$ cat src/verilog/fdp_pkg.sv
// constants for the fieldbus drive parameter bank
package fdp_pkg;
    // ------------------------------------------------------------
    // parameter addresses
    // ------------------------------------------------------------
    localparam logic [15:0] ADDR_SCALE_DEN = 16'h060E;
    localparam logic [15:0] ADDR_SCALE_NUM = 16'h0610;
    localparam logic [15:0] ADDR_DIR       = 16'h0618;
    localparam logic [15:0] ADDR_OUT_MAP   = 16'h1804;
    localparam logic [15:0] ADDR_IN_MAP    = 16'h1806;
    localparam logic [15:0] ADDR_WAIT      = 16'h1808;
    localparam logic [15:0] ADDR_SAFE      = 16'h180A;
    localparam logic [15:0] ADDR_IN5_MAP   = 16'h181E;
    localparam logic [15:0] ADDR_PP_SPEED  = 16'h230A;
    localparam logic [15:0] ADDR_ABS_TGT   = 16'h230C;
    // ------------------------------------------------------------
    // mappable sources (drive to master) and targets
    // ------------------------------------------------------------
    localparam logic [31:0] SRC_ERR   = 32'h0000_1C0A; // last error
    localparam logic [31:0] SRC_DIO   = 32'h0000_0802; // digital i/o
    localparam logic [31:0] SRC_TEMP  = 32'h0000_1C20; // stage temp
    localparam logic [31:0] SRC_DCBUS = 32'h0000_1C1E; // dc bus
    localparam logic [31:0] SRC_CURR  = 32'h0000_1E28; // motor current
    localparam logic [31:0] SRC_ACT   = 32'h0000_1C08; // action word
    localparam logic [31:0] TGT_ACC   = 32'h0000_0614; // acceleration
    localparam logic [31:0] TGT_DEC   = 32'h0000_0616; // deceleration
    localparam logic [31:0] TGT_SYM   = 32'h0000_0602; // symm. ramp
    // ------------------------------------------------------------
    // reset values and legal ranges
    // ------------------------------------------------------------
    localparam logic [31:0] RST_DEN    = 32'h0000_4000;
    localparam logic [31:0] RST_NUM    = 32'h0000_0001;
    localparam logic [15:0] RST_DIR    = 16'h0000;
    localparam logic [31:0] RST_MAP    = 32'h0000_0000;
    localparam logic [15:0] RST_WAIT   = 16'h03E8;
    localparam logic [15:0] RST_SAFE   = 16'h0000;
    localparam logic [15:0] RST_SPEED  = 16'h003C;
    localparam logic [31:0] RST_TGT    = 32'h0000_0000;
    localparam logic [31:0] MAP_MAX    = 32'h0000_FFFF;
    localparam logic [15:0] BIT_MAX    = 16'h0001;
    localparam logic [31:0] SCALE_MIN  = 32'h0000_0001;
    localparam logic [31:0] SCALE_MAX  = 32'h7FFF_FFFF;
    localparam logic [15:0] SPEED_MIN  = 16'h0001;
    localparam logic [15:0] SPEED_MAX  = 16'h0BB8;
    // ------------------------------------------------------------
    // timing
    // ------------------------------------------------------------
    localparam int CLK_PERIOD_NS = 10;
    localparam int MS_NS         = 1000000;
    localparam int CYC_PER_MS    = MS_NS / CLK_PERIOD_NS;
endpackage : fdp_pkg

$ cat src/verilog/fdp_sync2.sv
// two-flop synchroniser for pin-level inputs
`timescale 1ns/1ns
module fdp_sync2 #(
    parameter int W = 1
) (
    input  wire logic         clk_sys, // system clock
    input  wire logic         rst_b,   // async reset, low
    input  wire logic         clk_en,  // freezes state
    input  wire logic [W-1:0] d_pin,   // asynchronous level
    output logic      [W-1:0] q_sync   // synchronised level
);
    logic [W-1:0] meta_reg; // first stage, read only by q_sync

    // ------------------------------------------------------------
    // two stages, nothing else looks at the first
    // ------------------------------------------------------------
    always_ff @(posedge clk_sys or negedge rst_b)
    begin
        if (!rst_b)
        begin
            meta_reg <= '0;
            q_sync   <= '0;
        end
        else if (clk_en)
        begin
            meta_reg <= d_pin;
            q_sync   <= meta_reg;
        end
    end
endmodule : fdp_sync2

$ cat src/verilog/fdp_param_bank.sv
// fieldbus drive parameter bank: mapping, scaling, safe state
`timescale 1ns/1ns
module fdp_param_bank
    import fdp_pkg::*;
#(
    parameter int MS_CYCLES = CYC_PER_MS // shorten in simulation
) (
    input  wire logic        clk_sys,         // 100 MHz clock
    input  wire logic        rst_b,           // async reset, low
    input  wire logic        clk_en,          // freezes all state
    input  wire logic        param_req,       // access strobe
    input  wire logic        param_we,        // 1 write, 0 read
    input  wire logic [15:0] param_addr,      // parameter address
    input  wire logic [31:0] param_wdata,     // write value
    output logic             param_ack,       // answer pulse
    output logic             param_err,       // refused access
    output logic      [31:0] param_rdata,     // read value
    input  wire logic [31:0] src_last_error,  // drive status
    input  wire logic [31:0] src_digital_io,  // drive status
    input  wire logic [31:0] src_stage_temp,  // drive status
    input  wire logic [31:0] src_dc_bus,      // drive status
    input  wire logic [31:0] src_motor_curr,  // drive status
    input  wire logic [31:0] src_action_word, // drive status
    output logic      [15:0] pzd5_to_master,  // inbound word 5
    output logic      [15:0] pzd6_to_master,  // inbound word 6
    input  wire logic        pzd_out_valid,   // new outbound data
    input  wire logic [15:0] pzd5_from_master,// outbound word 5
    input  wire logic [15:0] pzd6_from_master,// outbound word 6
    output logic             map_wr_strobe,   // mapped write pulse
    output logic      [15:0] map_wr_addr,     // mapped target
    output logic      [31:0] map_wr_data,     // mapped value
    input  wire logic        read_task_active,// static read task
    output logic             read_refresh,    // refresh pulse
    input  wire logic        master_clear_pin,// master in clear
    input  wire logic        watchdog_pin,    // watchdog expired
    input  wire logic        power_stage_on,  // stage enabled
    output logic             class_two_error, // error pulse
    output logic             fault_request,   // go to fault pulse
    output logic             dir_ccw,         // 1 counter-clockwise
    output logic      [31:0] scale_num_active,// active numerator
    output logic      [31:0] scale_den_active,// active denominator
    input  wire logic [15:0] max_speed_limit, // maximum speed
    output logic      [15:0] speed_ref_limited,// capped speed
    input  wire logic [31:0] target_min,      // lower user bound
    input  wire logic [31:0] target_max,      // upper user bound
    output logic      [31:0] target_position  // absolute target
);
    // ------------------------------------------------------------
    // storage
    // ------------------------------------------------------------
    logic [31:0] den_reg;     // written denominator
    logic [31:0] num_reg;     // written numerator
    logic [15:0] dir_reg;     // rotation direction
    logic [31:0] out_map_reg; // outbound selector
    logic [31:0] in_map_reg;  // inbound selector
    logic [31:0] in5_map_reg; // word-5 selector
    logic [15:0] wait_reg;    // read task wait, ms
    logic [15:0] safe_reg;    // safe state response
    logic [15:0] speed_reg;   // profile speed
    logic [31:0] tgt_reg;     // absolute target
    logic [31:0] ms_pre_reg;  // cycles within a ms
    logic [15:0] ms_cnt_reg;  // elapsed ms
    logic        ev_prev_reg; // last safe event level
    logic [1:0]  ev_sync;     // synced clear, watchdog

    // ------------------------------------------------------------
    // source selection and legality
    // ------------------------------------------------------------
    function automatic logic is_src(input logic [31:0] a);
        is_src = (a == SRC_ERR) || (a == SRC_DIO)
              || (a == SRC_TEMP) || (a == SRC_DCBUS)
              || (a == SRC_CURR) || (a == SRC_ACT);
    endfunction : is_src

    function automatic logic [31:0] pick(
        input logic [31:0] a,
        input logic [31:0] e, d, t, b, c, w);
        pick = (a == SRC_ERR)   ? e :
               (a == SRC_DIO)   ? d :
               (a == SRC_TEMP)  ? t :
               (a == SRC_DCBUS) ? b :
               (a == SRC_CURR)  ? c :
               (a == SRC_ACT)   ? w : '0;
    endfunction : pick

    wire [31:0] in_val  = pick(in_map_reg, src_last_error,
        src_digital_io, src_stage_temp, src_dc_bus,
        src_motor_curr, src_action_word);
    wire [31:0] in5_val = pick(in5_map_reg, src_last_error,
        src_digital_io, src_stage_temp, src_dc_bus,
        src_motor_curr, src_action_word);
    // motor current is the only 32-bit source
    wire in_is16 = is_src(in_map_reg) && (in_map_reg != SRC_CURR);

    // ------------------------------------------------------------
    // access decode
    // ------------------------------------------------------------
    wire hit_den   = param_addr == ADDR_SCALE_DEN;
    wire hit_num   = param_addr == ADDR_SCALE_NUM;
    wire hit_dir   = param_addr == ADDR_DIR;
    wire hit_out   = param_addr == ADDR_OUT_MAP;
    wire hit_in    = param_addr == ADDR_IN_MAP;
    wire hit_wait  = param_addr == ADDR_WAIT;
    wire hit_safe  = param_addr == ADDR_SAFE;
    wire hit_in5   = param_addr == ADDR_IN5_MAP;
    wire hit_speed = param_addr == ADDR_PP_SPEED;
    wire hit_tgt   = param_addr == ADDR_ABS_TGT;
    wire hit_any   = hit_den | hit_num | hit_dir | hit_out
                   | hit_in | hit_wait | hit_safe | hit_in5
                   | hit_speed | hit_tgt;
    wire [15:0] wlo = param_wdata[15:0];
    wire hi_zero    = param_wdata[31:16] == 16'h0000;
    // value checks; den and num share one, dir and safe share one
    wire ok_scale = (param_wdata >= SCALE_MIN)
                 && (param_wdata <= SCALE_MAX);
    wire ok_bit   = hi_zero && (wlo <= BIT_MAX);
    wire ok_out   = (param_wdata <= MAP_MAX)
                 && ((param_wdata == RST_MAP)
                 || (param_wdata == TGT_ACC)
                 || (param_wdata == TGT_DEC)
                 || (param_wdata == TGT_SYM));
    wire ok_in    = (param_wdata == RST_MAP)
                 || is_src(param_wdata);
    // word 5 only beside a 16-bit primary, and only 16-bit itself
    wire ok_in5   = in_is16 && ((param_wdata == RST_MAP)
                 || (is_src(param_wdata)
                 && (param_wdata != SRC_CURR)));
    wire ok_speed = hi_zero && (wlo >= SPEED_MIN)
                 && (wlo <= SPEED_MAX);
    wire ok_tgt   = ($signed(param_wdata) >= $signed(target_min))
                 && ($signed(param_wdata) <= $signed(target_max));
    wire val_ok   = hit_den   ? ok_scale :
                    hit_num   ? ok_scale :
                    (hit_dir | hit_safe) ? ok_bit :
                    hit_out   ? ok_out :
                    hit_in    ? ok_in :
                    hit_wait  ? hi_zero :
                    hit_in5   ? ok_in5 :
                    hit_speed ? ok_speed :
                    hit_tgt   ? ok_tgt : 1'b0;
    wire wr_ok    = param_req && param_we && val_ok;
    wire [31:0] rd_mux =
        hit_den   ? den_reg :
        hit_num   ? num_reg :
        hit_dir   ? {16'h0000, dir_reg} :
        hit_out   ? out_map_reg :
        hit_in    ? in_map_reg :
        hit_wait  ? {16'h0000, wait_reg} :
        hit_safe  ? {16'h0000, safe_reg} :
        hit_in5   ? in5_map_reg :
        hit_speed ? {16'h0000, speed_reg} :
        hit_tgt   ? tgt_reg : 32'h0000_0000;

    // ------------------------------------------------------------
    // parameter storage, only legal values land
    // ------------------------------------------------------------
    always_ff @(posedge clk_sys or negedge rst_b)
    begin
        if (!rst_b)
        begin
            den_reg     <= RST_DEN;
            num_reg     <= RST_NUM;
            dir_reg     <= RST_DIR;
            out_map_reg <= RST_MAP;
            in_map_reg  <= RST_MAP;
            in5_map_reg <= RST_MAP;
            wait_reg    <= RST_WAIT;
            safe_reg    <= RST_SAFE;
            speed_reg   <= RST_SPEED;
            tgt_reg     <= RST_TGT;
        end
        else if (clk_en && wr_ok)
        begin
            if (hit_den)   den_reg     <= param_wdata;
            if (hit_num)   num_reg     <= param_wdata;
            if (hit_dir)   dir_reg     <= wlo;
            if (hit_out)   out_map_reg <= param_wdata;
            if (hit_in)    in_map_reg  <= param_wdata;
            if (hit_in5)   in5_map_reg <= param_wdata;
            if (hit_wait)  wait_reg    <= wlo;
            if (hit_safe)  safe_reg    <= wlo;
            if (hit_speed) speed_reg   <= wlo;
            if (hit_tgt)   tgt_reg     <= param_wdata;
        end
    end

    // ------------------------------------------------------------
    // access answer, one cycle after the strobe
    // ------------------------------------------------------------
    always_ff @(posedge clk_sys or negedge rst_b)
    begin
        if (!rst_b)
        begin
            param_ack   <= 1'b0;
            param_err   <= 1'b0;
            param_rdata <= 32'h0000_0000;
        end
        else if (clk_en)
        begin
            param_ack   <= param_req;
            // unknown address or illegal value both refuse
            param_err   <= param_req
                        && (!hit_any || (param_we && !val_ok));
            param_rdata <= (param_req && !param_we) ? rd_mux
                                                    : 32'h0000_0000;
        end
    end

    // ------------------------------------------------------------
    // active scaling: the numerator write commits the pair
    // ------------------------------------------------------------
    always_ff @(posedge clk_sys or negedge rst_b)
    begin
        if (!rst_b)
        begin
            scale_num_active <= RST_NUM;
            scale_den_active <= RST_DEN;
        end
        else if (clk_en && wr_ok && hit_num)
        begin
            scale_num_active <= param_wdata;
            scale_den_active <= den_reg;
        end
    end

    // ------------------------------------------------------------
    // process data in both directions
    // ------------------------------------------------------------
    wire out_on = out_map_reg != RST_MAP;
    wire in5_on = in5_map_reg != RST_MAP;
    always_ff @(posedge clk_sys or negedge rst_b)
    begin
        if (!rst_b)
        begin
            pzd5_to_master <= 16'h0000;
            pzd6_to_master <= 16'h0000;
            map_wr_strobe  <= 1'b0;
            map_wr_addr    <= 16'h0000;
            map_wr_data    <= 32'h0000_0000;
        end
        else if (clk_en)
        begin
            // word 5 overridden by the 16-bit selector
            pzd5_to_master <= in5_on ? in5_val[15:0]
                                     : in_val[31:16];
            pzd6_to_master <= in_val[15:0];
            map_wr_strobe  <= pzd_out_valid && out_on;
            map_wr_addr    <= out_map_reg[15:0];
            map_wr_data    <= {pzd5_from_master,
                               pzd6_from_master};
        end
    end

    // ------------------------------------------------------------
    // read task refresh timer
    // ------------------------------------------------------------
    wire ms_tick  = ms_pre_reg == 32'(MS_CYCLES - 1);
    wire wait_end = ms_tick
                 && (ms_cnt_reg == wait_reg - 16'h0001);
    wire fire     = read_task_active
                 && ((wait_reg == RST_DIR) || wait_end);
    always_ff @(posedge clk_sys or negedge rst_b)
    begin
        if (!rst_b)
        begin
            ms_pre_reg   <= 32'h0000_0000;
            ms_cnt_reg   <= 16'h0000;
            read_refresh <= 1'b0;
        end
        else if (clk_en)
        begin
            read_refresh <= fire;
            if (!read_task_active || fire)
            begin
                // idle or period done: start a fresh period
                ms_pre_reg <= 32'h0000_0000;
                ms_cnt_reg <= 16'h0000;
            end
            else if (ms_tick)
            begin
                ms_pre_reg <= 32'h0000_0000;
                ms_cnt_reg <= ms_cnt_reg + 16'h0001;
            end
            else
                ms_pre_reg <= ms_pre_reg + 32'h0000_0001;
        end
    end

    // ------------------------------------------------------------
    // safe state on master clear or watchdog expiry
    // ------------------------------------------------------------
    fdp_sync2 #(.W(2)) u_sync (
        .clk_sys (clk_sys),
        .rst_b   (rst_b),
        .clk_en  (clk_en),
        .d_pin   ({master_clear_pin, watchdog_pin}),
        .q_sync  (ev_sync)
    );
    wire ev_now  = |ev_sync;
    wire ev_rise = ev_now && !ev_prev_reg;
    wire ss_err  = safe_reg[0];
    always_ff @(posedge clk_sys or negedge rst_b)
    begin
        if (!rst_b)
        begin
            ev_prev_reg     <= 1'b0;
            class_two_error <= 1'b0;
            fault_request   <= 1'b0;
        end
        else if (clk_en)
        begin
            ev_prev_reg     <= ev_now;
            class_two_error <= ev_rise && ss_err;
            fault_request   <= ev_rise && ss_err
                            && power_stage_on;
        end
    end

    // ------------------------------------------------------------
    // direction and capped profile speed
    // ------------------------------------------------------------
    always_ff @(posedge clk_sys or negedge rst_b)
    begin
        if (!rst_b)
        begin
            dir_ccw           <= 1'b0;
            speed_ref_limited <= RST_SPEED;
            target_position   <= RST_TGT;
        end
        else if (clk_en)
        begin
            dir_ccw           <= dir_reg[0];
            speed_ref_limited <= (speed_reg > max_speed_limit)
                               ? max_speed_limit
                               : speed_reg;
            target_position   <= tgt_reg;
        end
    end
endmodule : fdp_param_bank

$ cat config.mk
export PLATFORM = sky130hd
export DESIGN_NAME = fdp_param_bank
export DESIGN_NICKNAME = d
export VERILOG_FILES = /design/src/verilog/fdp_pkg.sv /design/src/verilog/fdp_sync2.sv /design/src/verilog/fdp_param_bank.sv
export SDC_FILE = /design/constraint.sdc
export NUM_CORES = 1
export LEC_CHECK = 0
export BUFFER_PORTS_ARGS = -buffer_cell sky130_fd_sc_hd__buf_2
export CAP_MARGIN = 20
export CELL_PAD_IN_SITES_DETAIL_PLACEMENT = 1
export CELL_PAD_IN_SITES_GLOBAL_PLACEMENT = 2
export CORE_UTILIZATION = 34
export DETAILED_ROUTE_END_ITERATION = 10
export GPL_ROUTABILITY_DRIVEN = 0
export MAX_ROUTING_LAYER = met4
export PLACE_DENSITY = 0.77
export SYNTH_ARGS = -nofsm -noshare
export SYNTH_HDL_FRONTEND = slang
export SYNTH_HIERARCHICAL = 1
export SYNTH_SLANG_ARGS = --single-unit
$ cat constraint.sdc
create_clock -name clk_sys -period 4 [get_ports clk_sys]
set_clock_uncertainty 0.05 [all_clocks]
set_input_delay 0.2 -clock clk_sys [delete_from_list [all_inputs] [get_ports clk_sys]]
set_output_delay 0.2 -clock clk_sys [all_outputs]
set_load 0.03 [all_outputs]
==> run metrics <==
share of layout cells above drive strength 1 0.3295; Data required, critical path about 4.4 ns; largest area contributor in the netlist dfrtp_1; VDD IR max 307.3 uV; Synth Register Bits 508; TritonRoute pass-1 iters 5; first-pass GRT wire length 162700 um; clk_lat worst skew between 0.6 and 0.7 ns; WL/cell 25.26 um; pwr dens 356.9 nW/um2; die span in x between 200 and 300 um; fin cells 4273; Vias 23669; vias in the first global route 25893; fin. max-slew vios 0; Synth area leaders dfrtp_1 47%, mux2_2 12%, ha_1 4.0%; largest net degree at the start of global routing 153; initial DRC count 1569; most common cell after layout, fill and taps aside buf_2; Vias/cell ~5.5; share of the yosys chip area belonging to registers 0.4891; outcome finished clean; relative slew slack 0.1371; period utilization 0.9646; Syn Std Cell Area 26030 um2; crit-path cells nor4_1, buf_4, nand4_1, or2_2, or4_1, or3_1, buf_4, a221oi_1, nand3_1, nand3_1, o21ai_0; Final min period 3.858 ns; maxcap violations 0; Clock transition at path regs around 0.06 ns; critical path class register to register; Mapped Nets between 2000 and 3000; fmax 259.2 MHz; placed cells a little under 4000; top_reg_cell synth dfrtp_1; ys async rst share 1.000; antenna-violating nets left 0; leakage power 16.87 nW; Yosys Warn Count 6; number of synthesized flops with an enable pin 0; I/O pin total between 500 and 600; CTS max path bufs 3; Worst Setup Start Kind register; hpwl dp 78960 um; kind of cell adding the most delay to the critical path simple AND/OR/NAND/NOR gates; Starting Density 0.3434; R2R Setup Slk 0.14 ns; detailed-route DRC error count 0; Core Area 75820 um2; row cnt a little over 100; Slew @ Worst Pin around 1.3 ns; Crit path buffers/inverters 2; gr usage total 0.2823; most frequent cells in the layout 590 x buf_2, 490 x dfrtp_1, 281 x mux2_2, 197 x dlygate4sd3_1, 167 x nand2_1; Area Growth Syn to Fin 31.92%; Clock Sink Count 508; final WL approximately 110000 um; RSZ-0062 raised after global routing no; Die Height approximately 280 um; final setup fails 0; CTS tree yes; Crit Path Max Fanout 16; Synth cell types 77; initial antenna violation count 6; critical path arrival 4.23 ns; setup TNS 0 ns; GRT overflow 0; CP max-delay cell nor4_1; post-CTS setup buffers 0; Synth top area share 0.4719; Hold WC Path Type input pin to register; H-Tree Level Count 2; final hold viol count 0; Slowest Stage Delay on Critical Path 0.46 ns; full die area 77680 um2; syn_area_per_cell 10.51 um2; nets 3683; Root Buffer clkbuf_16; cts bufs inserted between 50 and 60; count of input and output buffers 592; Mapped Cells 2476; CP endpoint kind register
-- cell usage after synthesis (16+ instances only) --
| cell | n |
|---|---|
| a21oi_1 | 94 |
| inv_1 | 146 |
| a31oi_1 | 18 |
| xnor2_1 | 20 |
| nand2_1 | 168 |
| nand3_1 | 83 |
| dfrtp_1 | 491 |
| and3_1 | 19 |
| o21ai_0 | 79 |
| ha_1 | 83 |
| a222oi_1 | 31 |
| clkbuf_1 | 114 |
| mux2i_1 | 18 |
| nor3_1 | 34 |
| dfstp_2 | 17 |
| nor2b_1 | 57 |
| nor2_1 | 159 |
| xor2_1 | 39 |
| o22ai_1 | 51 |
| a41oi_1 | 16 |
| nand4_1 | 34 |
| and2_1 | 71 |
| nor4_1 | 42 |
| a221oi_1 | 41 |
| mux2_2 | 281 |
| a22oi_1 | 76 |
-- area by class of cell --
type,count,area [um2]
antenna,8,20.02
clock buffer,86,1707
clock inverter,22,390.4
fill,8469,41480
inverter,146,548.0
multi-input combinational,1680,12230
sequential,508,12730
tap,978,1224
timing repair buffer,845,5494
-- kinds of logic (layout without fill, tap and decap cells) --
kind of cell             Yosys count  in the layout  synth area share
adder cells (fa/ha/maj)           83             83           0.03989
AO/OA/AOI/OAI                    478            478            0.1258
XOR/XNOR                          59             59           0.01985
multiplexers                     305            305            0.1311
buffers and inverters            288           1099           0.04407
other                              0              8                 0
flip-flops                       508            508            0.4891
AND/OR/NAND/NOR                  755            755            0.1503
-- metrics by stage --
step           setup WS, ns  total power [W]  utilization  hold WS [ns]  instance area (um2)
2_1_floorplan        0.7910         0.005773            -       -0.1456                26040
3_3_place_gp         0.2247         0.006328       0.3987        0.2317                30230
3_5_place_dp         0.2070         0.006369       0.3987        0.2446                30230
4_1_cts              0.1347          0.01236       0.4524     0.0001685                34300
5_1_grt             0.05555          0.01266       0.4529       0.01582                34340
6_report             0.1416          0.01226       0.4530       0.03084                34340
-- routing by layer --
metal | track usage | part of all wire
met1 | 0.3285 | 0.40
met2 | 0.4823 | 0.51
met3 | 0.04912 | 0.058
met4 | 0.1130 | 0.040
met5 | - | 0
-- path summary, 6_finish.rpt --
check                      cells after the start               from               endpoint
max in group asynchronous                      3              rst_b     pzd5_to_master[12]
min in group asynchronous                      2              rst_b  speed_ref_limited[11]
max reg2reg                                   11    in5_map_reg[18]     pzd5_to_master[10]
max                                           11    in5_map_reg[18]     pzd5_to_master[10]
min                                            5  src_motor_curr[5]      pzd5_to_master[5]
min reg2reg                                    1         dir_reg[3]             dir_reg[3]
-- worst min-delay path, stage by stage --
cell and delay, ns:
buf_2 0.09, a221oi_1 0.07, nand3_1 0.11, o2111ai_1 0.11, o21ai_0 0.09
-- power by group --
group | internal (W) | switching, W | total, W
logic | 0.000482 | 0.000697 | 0.00118
clock network | 0.00354 | 0.00227 | 0.00581
registers | 0.00521 | 0.0000523 | 0.00526
-- repair_timing --
item / CTS / global route
endpoints found under the hold margin: 232 / 0
hold buffers: 197 / 0
gates resized for setup: 0 / 1
endpoints found under the setup margin: 0 / 1
(Power assumes the default switching activity.)
